==> src/sfdp_param_pkg.sv <==
// Constants, offsets and field layouts of the basic flash parameter table block
// Summary of operation
// - Density word reads total bits minus one, bytes FFh FFh FFh 1Fh.
// - Byte 08h gives two quad-I/O mode cycles, four dummy cycles: 44h.
// - Byte 09h holds the quad-I/O read opcode EBh.
// - Byte 0Ah gives zero quad-output mode cycles, eight dummy cycles: 08h.
// - Byte 0Bh holds the quad-output read opcode 6Bh.
// - Byte 0Ch gives zero dual-output mode cycles, eight dummy cycles: 08h.
// - Byte 0Dh holds the dual-output read opcode 3Bh.
// - Byte 0Eh reads 04h for standard latency table, 80h for enhanced.
// - Byte 0Fh holds the dual-I/O read opcode BBh.
// - Byte 10h reads EEh: all-quad and all-dual flagged unsupported.
// - Byte 16h reads FFh: all-dual mode and dummy fields all ones.
// - Byte 17h, the all-dual opcode slot, reads FFh.
// - Reserved bytes 11h to 15h and 18h to 1Ah read FFh.
// - Byte 1Bh, the all-quad opcode slot, reads EBh.
package sfdp_param_pkg;

    // Byte addresses on the register bus
    localparam logic [7:0] OFS_DENSITY = 8'h04;
    localparam logic [7:0] OFS_QUAD_READ = 8'h08;
    localparam logic [7:0] OFS_DUAL_READ = 8'h0C;
    localparam logic [7:0] OFS_ALL_SUPPORT = 8'h10;
    localparam logic [7:0] OFS_DUAL_ALL = 8'h14;
    localparam logic [7:0] OFS_QUAD_ALL = 8'h18;
    localparam logic [7:0] OFS_CTRL = 8'h20;
    localparam logic [7:0] OFS_STATUS = 8'h24;

    // Control and status register fields
    localparam int CTRL_ENH_BIT = 0;
    localparam logic CTRL_ENH_RESET = 1'b0;
    localparam logic [7:0] STATUS_CNT_RESET = 8'h00;

    // Density, zero based
    localparam logic [31:0] DENSITY_VALUE = 32'h1FFF_FFFF;

    // Quad-I/O read timing and opcode
    localparam logic [2:0] QIO_MODE_CYC = 3'h2;
    localparam logic [4:0] QIO_DUMMY_CYC = 5'h04;
    localparam logic [7:0] QIO_OPCODE = 8'hEB;

    // Quad-output read timing and opcode
    localparam logic [2:0] QOUT_MODE_CYC = 3'h0;
    localparam logic [4:0] QOUT_DUMMY_CYC = 5'h08;
    localparam logic [7:0] QOUT_OPCODE = 8'h6B;

    // Dual-output read timing and opcode
    localparam logic [2:0] DOUT_MODE_CYC = 3'h0;
    localparam logic [4:0] DOUT_DUMMY_CYC = 5'h08;
    localparam logic [7:0] DOUT_OPCODE = 8'h3B;

    // Dual-I/O read timing per latency table variant, and opcode
    localparam logic [2:0] DIO_STD_MODE_CYC = 3'h0;
    localparam logic [4:0] DIO_STD_DUMMY_CYC = 5'h04;
    localparam logic [2:0] DIO_ENH_MODE_CYC = 3'h4;
    localparam logic [4:0] DIO_ENH_DUMMY_CYC = 5'h00;
    localparam logic [7:0] DIO_OPCODE = 8'hBB;

    // All-mode support flags and reserved bytes
    localparam logic [2:0] RSVD_HI_BITS = 3'h7;
    localparam logic [2:0] RSVD_MID_BITS = 3'h7;
    localparam logic QUAD_ALL_SUPPORTED = 1'b0;
    localparam logic DUAL_ALL_SUPPORTED = 1'b0;
    localparam logic [7:0] RSVD_BYTE = 8'hFF;

    // All-dual and all-quad fields
    localparam logic [2:0] DALL_MODE_CYC = 3'h7;
    localparam logic [4:0] DALL_DUMMY_CYC = 5'h1F;
    localparam logic [7:0] DALL_OPCODE = 8'hFF;
    localparam logic [7:0] QALL_FIELD_BYTE = 8'hEB;

    // Bus responses
    localparam logic [1:0] RESP_OKAY = 2'h0;
    localparam logic [1:0] RESP_SLVERR = 2'h2;
    localparam logic [31:0] DATA_ZERO = 32'h0000_0000;

endpackage

==> src/sfdp_basic_param_rom.sv <==
// Basic flash parameter table words two to seven, read over AXI4-Lite
//
// The implementer's own choice: the AXI4-Lite slave port.
`timescale 1ns/100ps
`default_nettype none
module sfdp_basic_param_rom
    import sfdp_param_pkg::*;
(
    input wire logic clk_sys,
    input wire logic arst_n,
    input wire logic [7:0] s_axi_awaddr,
    input wire logic [2:0] s_axi_awprot,
    input wire logic s_axi_awvalid,
    output logic s_axi_awready,
    input wire logic [31:0] s_axi_wdata,
    input wire logic [3:0] s_axi_wstrb,
    input wire logic s_axi_wvalid,
    output logic s_axi_wready,
    output logic [1:0] s_axi_bresp,
    output logic s_axi_bvalid,
    input wire logic s_axi_bready,
    input wire logic [7:0] s_axi_araddr,
    input wire logic [2:0] s_axi_arprot,
    input wire logic s_axi_arvalid,
    output logic s_axi_arready,
    output logic [31:0] s_axi_rdata,
    output logic [1:0] s_axi_rresp,
    output logic s_axi_rvalid,
    input wire logic s_axi_rready
);

    logic enhanced_latency_table;
    logic [7:0] table_write_count;
    logic aw_held;
    logic w_held;
    logic [7:0] aw_addr_q;
    logic [31:0] w_data_q;
    logic [3:0] w_strb_q;

    // Table words built from their fields
    wire [7:0] qio_timing = {QIO_MODE_CYC, QIO_DUMMY_CYC};
    wire [7:0] qout_timing = {QOUT_MODE_CYC, QOUT_DUMMY_CYC};
    wire [7:0] dout_timing = {DOUT_MODE_CYC, DOUT_DUMMY_CYC};
    wire [7:0] dio_timing = enhanced_latency_table ?
        {DIO_ENH_MODE_CYC, DIO_ENH_DUMMY_CYC} :
        {DIO_STD_MODE_CYC, DIO_STD_DUMMY_CYC};
    wire [7:0] support_byte = {RSVD_HI_BITS, QUAD_ALL_SUPPORTED,
        RSVD_MID_BITS, DUAL_ALL_SUPPORTED};
    wire [7:0] dall_timing = {DALL_MODE_CYC, DALL_DUMMY_CYC};
    wire [31:0] density_word = DENSITY_VALUE;
    wire [31:0] quad_read_params_word = {QOUT_OPCODE, qout_timing,
        QIO_OPCODE, qio_timing};
    wire [31:0] dual_read_params_word = {DIO_OPCODE, dio_timing,
        DOUT_OPCODE, dout_timing};
    wire [31:0] all_mode_support_word = {RSVD_BYTE, RSVD_BYTE, RSVD_BYTE,
        support_byte};
    wire [31:0] dual_all_params_word = {DALL_OPCODE, dall_timing,
        RSVD_BYTE, RSVD_BYTE};
    wire [31:0] quad_all_params_word = {QALL_FIELD_BYTE, RSVD_BYTE,
        RSVD_BYTE, RSVD_BYTE};

    // Read decode, word aligned
    wire [7:0] rd_addr = {s_axi_araddr[7:2], 2'b00};
    wire rd_table = (rd_addr == OFS_DENSITY) || (rd_addr == OFS_QUAD_READ) ||
        (rd_addr == OFS_DUAL_READ) || (rd_addr == OFS_ALL_SUPPORT) ||
        (rd_addr == OFS_DUAL_ALL) || (rd_addr == OFS_QUAD_ALL);
    wire rd_hit = rd_table || (rd_addr == OFS_CTRL) || (rd_addr == OFS_STATUS);
    wire [31:0] rd_word =
        (rd_addr == OFS_DENSITY) ? density_word :
        (rd_addr == OFS_QUAD_READ) ? quad_read_params_word :
        (rd_addr == OFS_DUAL_READ) ? dual_read_params_word :
        (rd_addr == OFS_ALL_SUPPORT) ? all_mode_support_word :
        (rd_addr == OFS_DUAL_ALL) ? dual_all_params_word :
        (rd_addr == OFS_QUAD_ALL) ? quad_all_params_word :
        (rd_addr == OFS_CTRL) ? {31'h0000_0000, enhanced_latency_table} :
        (rd_addr == OFS_STATUS) ? {24'h00_0000, table_write_count} :
        DATA_ZERO;

    // Read channel handshakes
    assign s_axi_arready = !s_axi_rvalid;
    wire ar_hs = s_axi_arvalid && s_axi_arready;

    // Write channel handshakes; address and data taken in either order
    assign s_axi_awready = !aw_held && !s_axi_bvalid;
    assign s_axi_wready = !w_held && !s_axi_bvalid;
    wire aw_hs = s_axi_awvalid && s_axi_awready;
    wire w_hs = s_axi_wvalid && s_axi_wready;
    wire do_write = (aw_held || aw_hs) && (w_held || w_hs) && !s_axi_bvalid;
    wire [7:0] wr_addr_raw = aw_held ? aw_addr_q : s_axi_awaddr;
    wire [7:0] wr_addr = {wr_addr_raw[7:2], 2'b00};
    wire [31:0] wr_data = w_held ? w_data_q : s_axi_wdata;
    wire [3:0] wr_strb = w_held ? w_strb_q : s_axi_wstrb;
    wire wr_table = (wr_addr == OFS_DENSITY) || (wr_addr == OFS_QUAD_READ) ||
        (wr_addr == OFS_DUAL_READ) || (wr_addr == OFS_ALL_SUPPORT) ||
        (wr_addr == OFS_DUAL_ALL) || (wr_addr == OFS_QUAD_ALL);
    wire wr_ctrl = wr_addr == OFS_CTRL;
    wire wr_hit = wr_table || wr_ctrl || (wr_addr == OFS_STATUS);
    wire table_write_sat = &table_write_count;

    // Read answer, one cycle after the address is taken
    always_ff @(posedge clk_sys or negedge arst_n)
    begin
        if (!arst_n)
        begin
            s_axi_rvalid <= 1'b0;
            s_axi_rdata <= DATA_ZERO;
            s_axi_rresp <= RESP_OKAY;
        end
        else if (ar_hs)
        begin
            s_axi_rvalid <= 1'b1;
            s_axi_rdata <= rd_word;
            s_axi_rresp <= rd_hit ? RESP_OKAY : RESP_SLVERR;
        end
        else if (s_axi_rready)
        begin
            s_axi_rvalid <= 1'b0;
        end
    end

    // Hold whichever of address and data arrives first
    always_ff @(posedge clk_sys or negedge arst_n)
    begin
        if (!arst_n)
        begin
            aw_held <= 1'b0;
            w_held <= 1'b0;
            aw_addr_q <= 8'h00;
            w_data_q <= DATA_ZERO;
            w_strb_q <= 4'h0;
        end
        else if (do_write)
        begin
            aw_held <= 1'b0;
            w_held <= 1'b0;
        end
        else
        begin
            if (aw_hs)
            begin
                aw_held <= 1'b1;
                aw_addr_q <= s_axi_awaddr;
            end
            if (w_hs)
            begin
                w_held <= 1'b1;
                w_data_q <= s_axi_wdata;
                w_strb_q <= s_axi_wstrb;
            end
        end
    end

    // Write response after both halves are in
    always_ff @(posedge clk_sys or negedge arst_n)
    begin
        if (!arst_n)
        begin
            s_axi_bvalid <= 1'b0;
            s_axi_bresp <= RESP_OKAY;
        end
        else if (do_write)
        begin
            s_axi_bvalid <= 1'b1;
            s_axi_bresp <= wr_hit ? RESP_OKAY : RESP_SLVERR;
        end
        else if (s_axi_bready)
        begin
            s_axi_bvalid <= 1'b0;
        end
    end

    // Latency table select, and count of table writes that were ignored
    always_ff @(posedge clk_sys or negedge arst_n)
    begin
        if (!arst_n)
        begin
            enhanced_latency_table <= CTRL_ENH_RESET;
            table_write_count <= STATUS_CNT_RESET;
        end
        else if (do_write)
        begin
            if (wr_ctrl && wr_strb[0])
            begin
                enhanced_latency_table <= wr_data[CTRL_ENH_BIT];
            end
            if (wr_table && !table_write_sat)
            begin
                table_write_count <= table_write_count + 8'h01;
            end
        end
    end

endmodule
`default_nettype wire

==> config.mk <==
export PLATFORM = sky130hd
export DESIGN_NAME = sfdp_basic_param_rom
export DESIGN_NICKNAME = d
export VERILOG_FILES = /design/src/sfdp_param_pkg.sv /design/src/sfdp_basic_param_rom.sv
export SDC_FILE = /design/constraint.sdc
export NUM_CORES = 1
export LEC_CHECK = 0
export ABC_AREA = 0
export ABC_CLOCK_PERIOD_IN_PS = 1990
export BUFFER_PORTS_ARGS = -buffer_cell sky130_fd_sc_hd__buf_2
export CAP_MARGIN = 20
export CORE_UTILIZATION = 47
export DETAILED_ROUTE_END_ITERATION = 12
export GPL_ROUTABILITY_DRIVEN = 0
export GPL_TIMING_DRIVEN = 0
export PLACE_DENSITY_LB_ADDON = 0.3
export SKIP_CTS_REPAIR_TIMING = 1
export SLEW_MARGIN = 25
export SYNTH_ARGS = -nofsm -noshare
export SYNTH_HDL_FRONTEND = slang
export SYNTH_SLANG_ARGS = --single-unit
==> constraint.sdc <==
create_clock -name clk_sys -period 1.99 [get_ports clk_sys]
set_clock_uncertainty 0.2 [all_clocks]
set_input_delay 0.597 -clock clk_sys [delete_from_list [all_inputs] [get_ports clk_sys]]
set_output_delay 0.597 -clock clk_sys [all_outputs]
set_load 0.02 [all_outputs]
==> flow_summary.ini, run 1 <==
[status]
status = complete, no violations

[worst_setup_path]
worst_r2r_src = table_write_count[1]
cp-end-kind = output port
criticalPathCategory = reg2out
crit_fanout = 10
rrSetupSlack_ns = 0.10
timing.reg2reg.worst_path_depth = 5
cp.arrival_ns = 1.15
required_ns = 1.19
critical_path.reg2reg.endpoint = table_write_count[1]
start_kind = register

[power]
power_density_mw_per_mm2 = 1150
vdd_ir_drop_max_mv = 0.909
power_leakage_uw = 0.00134

[placed_design]
hpwlAfterDp_mm = 3.36
io_buffer_count = 57
placedCellCount = 331

[synthesis]
synth-edff-count = 0
postSynthCellCount = 221
async_flop_share = 1.00
synth_seq_area_share = 0.464
ys_ff_latch = 42
netlist.area_leader.share = 0.464
synthDistinctLibCells = 50
netlist_top_cells_area = dfrtp_1 46%, buf_4 5.0%, mux2_1 4.5%
synth_area_sq_mm = 0.00227
average_cell_area_after_synthesis_sq_um = 10.3
synthesis.yosys.warnings = 0
dominantRegCellSynth = dfrtp_1
synthDominantAreaCellType = dfrtp_1

[sta]
final_setup_tns_ns = 0
rsz0062_at_grt = yes
hold_violations = 0
finalSetupViolations = 0
fin_crit_sh = 0.977
drv_slew = 0
fmaxAchievable_mhz = 515
maxSlewHeadroom = 0.656
timing.final.crit_period_ns = 1.94
tightestPinTransition_ns = 0.516

[route]
final_antenna_net_count = 0
avgViaCountPerCell = 5.33
drc_errors = 0
avgRoutedWirePerCell_um = 13.3
post_route_wl_mm = 4.55
drt-initial-drc-count = 85
detailroute.via_count = 1823
firstDrtPassIters = 4

[floorplanning]
die_h_um = 71.4
rows = 24
initial_core_utilization = 0.503
die-area_sq_mm = 0.00510
core_area_sq_mm = 0.00450
num_io_pins = 106
die_width_um = 71.4

[clock_tree]
clock_path_buffers = 2
tritoncts = yes
path_clk_slew_ns = 0.08
clock_latency_ns = 0.29
ctsHtreeMaxLevel = 2
clock_tree.root_cell = clkbuf_8
cts_buffers = 5
clock-sinks = 42

[final_layout]
design.final.nets = 355
final_layout_size_suffix_gt1_frac = 0.383
layout-area-overhead-vs-synth_pct = 22.7
core_util_final = 0.617
instances_no_fill = 342
antennaDiodeCount = 0

[global_routing]
grt_max_degree = 43
grtUsageMet2 = 0.328
use_met3 = 0.0366
overflow = 0
first_global_vias = 1746
globalRoute.busiestLayer = met2
initial_antenna_violation_count = 0
gr-usage-all-layers = 0.193
grtUsageMet1 = 0.250
grt_first_pass_wirelength_mm = 7.76

[job]
maxCapViolCount = 0

[min_path]
hp-class = in2async
-- cells by family after synthesis --
family,count (synthesis),synth area share
AOI/OAI and AO/OA,37,0.113
xor gates and xnor gates,8,0.0309
adders and majority gates,1,0.00552
buffers and inverters,28,0.0751
DFF,42,0.464
muxes,14,0.0756
other,1,0.00165
and+or+nand+nor,90,0.235
-- registers in the layout, indices dropped and copies added, names as in the netlist --
register,cells
w_data_q,1
s_axi_bvalid,1
enhanced_latency_table,1
s_axi_rresp,1
s_axi_bresp,1
aw_addr_q,6
w_strb_q,1
w_held,1
aw_held,1
table_write_count,8
s_axi_rvalid,1
s_axi_rdata,19
-- critical path: stages (launching register included) --
cell and delay (ns):
dfrtp_2 0.44, buf_6 0.16, nor2_1 0.10, buf_4 0.15
-- cells in the mapped netlist (all sizes together), types with 2 or more instances --
cell type and count:
and2 2, or3 2, nand4 5, buf 17, nand2b 2, a21o 2
o21a 2, inv 3, mux2 12, nor2b 6, xor2 8, and3 3
o31ai 3, nor4 7, nand2 23, a21oi 12, mux2i 2, dfrtp 42
o21ai 12, clkbuf 8, nand3 6, nor2 22, nor3 5
-- placed cells by master, fill, tap and decap left out, types with 4 or more instances in the layout --
cell type / synthesis / routed
nor4_2: 5 / 6
nand3_1: 6 / 5
dfrtp_1: 42 / 39
mux2_1: 9 / 9
nor2b_1: 6 / 6
buf_4: 15 / 20
xor2_1: 8 / 8
buf_2: 1 / 56
clkbuf_8: 0 / 8
a21oi_1: 12 / 12
nor2_1: 22 / 21
nand2_1: 23 / 23
clkbuf_1: 8 / 8
o21ai_0: 7 / 7
nand4_1: 4 / 4
-- report_power, final --
group / internal [uW] / switching [uW]
Sequential: 1070 / 200
Clock: 350 / 279
Combinational: 565 / 733
-- per-layer routing --
| layer | up-vias | wire length, um |
|---|---|---|
| met5 | - | 0 |
| met4 | 0 | 60 |
| met3 | 7 | 177 |
| met2 | 51 | 2200 |
| met1 | 872 | 2110 |
| li1 | 893 | - |
-- layout make-up --
type / count / area [sq um]
repair buffers: 60 / 313
plain buffers: 25 / 159
well taps: 52 / 65.1
multi-input cells: 152 / 1070
inverters: 3 / 11.3
flip-flops and latches: 42 / 1050
fillers: 379 / 1720
clock buffers: 8 / 110
-- stage by stage --
stage                     area [sq um]  total power [uW]  hold slack, ns  worst slack, ns
after global placement            2620              2490           0.253           -0.216
after detailed placement          2620              2520           0.262           -0.240
after global routing              2780              3400           0.112          -0.0194
after CTS                         2730              3160           0.272         -0.00696
after floorplan                   2270              2180           0.101           0.0186
final                             2780              3200          0.0696           0.0467
-- how the worst max path moves through the flow --
| stage | startpoint | to | slack [ns] | cells past startpoint |
|---|---|---|---|---|
| after CTS | aw_held | enhanced_latency_table | -0.007 | 4 |
| after floorplan | s_axi_awaddr[6] | enhanced_latency_table | 0.02 | 4 |
| after global routing | table_write_count[1] | table_write_count[6] | -0.02 | 6 |
| final | aw_held | s_axi_awready | 0.05 | 3 |
| after detailed placement | s_axi_awaddr[6] | enhanced_latency_table | -0.24 | 5 |
| after global placement | s_axi_awaddr[6] | enhanced_latency_table | -0.22 | 5 |
Power figures use the tool's default switching activity.
==> run 2, diff against run 1 <==
- REMOVE_ABC_BUFFERS: not set -> 1
==> flow_summary.ini, run 2 (synthesized netlist as in run 1, its figures left out) <==
[status]
status = complete, no violations

[sta]
tightestPinTransition_ns = 0.770
fin_crit_sh = 0.992
finalSetupViolations = 0
fmaxAchievable_mhz = 507
final_setup_tns_ns = 0
maxSlewHeadroom = 0.486
setup_slack_ns = 0.0164
hold_violations = 0
drv_slew = 0
rsz0062_at_grt = yes
timing.final.crit_period_ns = 1.97

[worst_setup_path]
crit_fanout = 6
cp.arrival_ns = 1.96
criticalPathCategory = reg2reg
cp-end-kind = register
critPathTopFamily = simple AND/OR/NAND/NOR gates
critical_path.slowest_cell = or4_4
start_kind = register
slowest_delay_ns = 0.55
cp_num_buf_inv = 1
path_cells = buf_4, or4_4, o21ai_4, nor3_4, mux2_4
required_ns = 1.97

[power]
seq_power_share = 0.400
cellInternalPower_uw = 1950
switching_share = 0.389
p_clk_frac = 0.177
power_density_mw_per_mm2 = 1190
netSwitchingPower_uw = 1240
design_power_uw = 3190
p_comb_frac = 0.423
vdd_ir_drop_max_mv = 0.753
power_leakage_uw = 0.00127

[job]
maxCapViolCount = 0

[route]
detailroute.via_count = 1730
post_route_wl_mm = 4.40
drt-initial-drc-count = 129
drc_errors = 0
avgRoutedWirePerCell_um = 13.4
firstDrtPassIters = 4
avgViaCountPerCell = 5.29
final_antenna_net_count = 0

[final_layout]
design.final.nets = 340
largestRegisters = s_axi_rdata (19), table_write_count (8), aw_addr_q (6)
mostFrequentLayoutCells = 58 x buf_2, 39 x dfrtp_1, 23 x nand2_1
filler_cell_count = 403
multiInputGateArea_sq_mm = 0.00108
largest-register = s_axi_rdata
antennaDiodeCount = 0
largest_reg_flops = 19
layout-area-overhead-vs-synth_pct = 18.6
final_layout_size_suffix_gt1_frac = 0.382
leading_cell_type_in_the_layout_fill_and_taps_excluded = buf_2
stdcell_area_sq_mm = 0.00269
instances_no_fill = 327
seq_area_sq_mm = 0.00105

[placed_design]
io_buffer_count = 59
preCtsSetupSlack_ns = -0.259
placedCellCount = 308
hpwlAfterDp_mm = 3.08
detailed_place.area_sq_mm = 0.00247

[min_path]
hp-class = in2async

[clock_tree]
cts_buffers = 5
ctsHtreeMaxLevel = 2
clock_latency_ns = 0.29
path_clk_slew_ns = 0.08
clock_tree.root_cell = clkbuf_8
clock_path_buffers = 2
tritoncts = yes
clock-sinks = 42

[floorplanning]
die_width_um = 71.4
initial_core_utilization = 0.503
core_area_sq_mm = 0.00450
num_io_pins = 106
die_h_um = 71.4
rows = 24
die-area_sq_mm = 0.00510

[global_routing]
grt_max_degree = 43
overflow = 0
initial_antenna_violation_count = 0
grt_first_pass_wirelength_mm = 7.28
first_global_vias = 1610
gr-usage-all-layers = 0.180
==> run 2: layer usage <==
metal  vias up  share of wire  global-route usage  routed length, um
li1        869              -                   -                  -
met1       801           0.49               0.242               2140
met2        55           0.46               0.298               2030
met3         5          0.042              0.0352                186
met4         0         0.0096              0.0533                 42
met5         -              0                   0                  0
==> run 2: path summary, 6_finish.rpt <==
path | start | to | slack, ns | cells after the start
min reg2reg | s_axi_rdata[29] | s_axi_rdata[29] | 0.28 | 2
max in group asynchronous | arst_n | w_held | 1.12 | 1
max reg2reg | aw_held | table_write_count[1] | 0.02 | 5
min in group clk_sys | s_axi_bready | s_axi_bvalid | 0.27 | 2
max | aw_held | table_write_count[1] | 0.02 | 5
min | arst_n | s_axi_rdata[31] | 0.07 | 1
==> run 2: layout make-up <==
class                   count  area share
multi-input cells         152       0.401
clock inverters             2     0.00466
inverters                   3     0.00419
repair buffers             70       0.143
well taps                  52      0.0242
clock buffers               6      0.0307
flip-flops and latches     42       0.393
==> run 2: power groups by stage <==
stage	sequential [uW]	clock, uW	combinational (uW)
final	1270	565	1350
after global routing	1300	618	1470
after detailed placement	1310	0	1110
after CTS	1300	587	1110
after floorplan	1420	0	664
after global placement	1310	0	1090
==> run 2: per-stage QoR <==
step	util	hold slack (ns)
after global routing	0.596	0.128
after floorplan	-	0.101
after global placement	0.549	0.259
final	0.596	0.0737
after CTS	0.570	0.261
after detailed placement	0.549	0.267
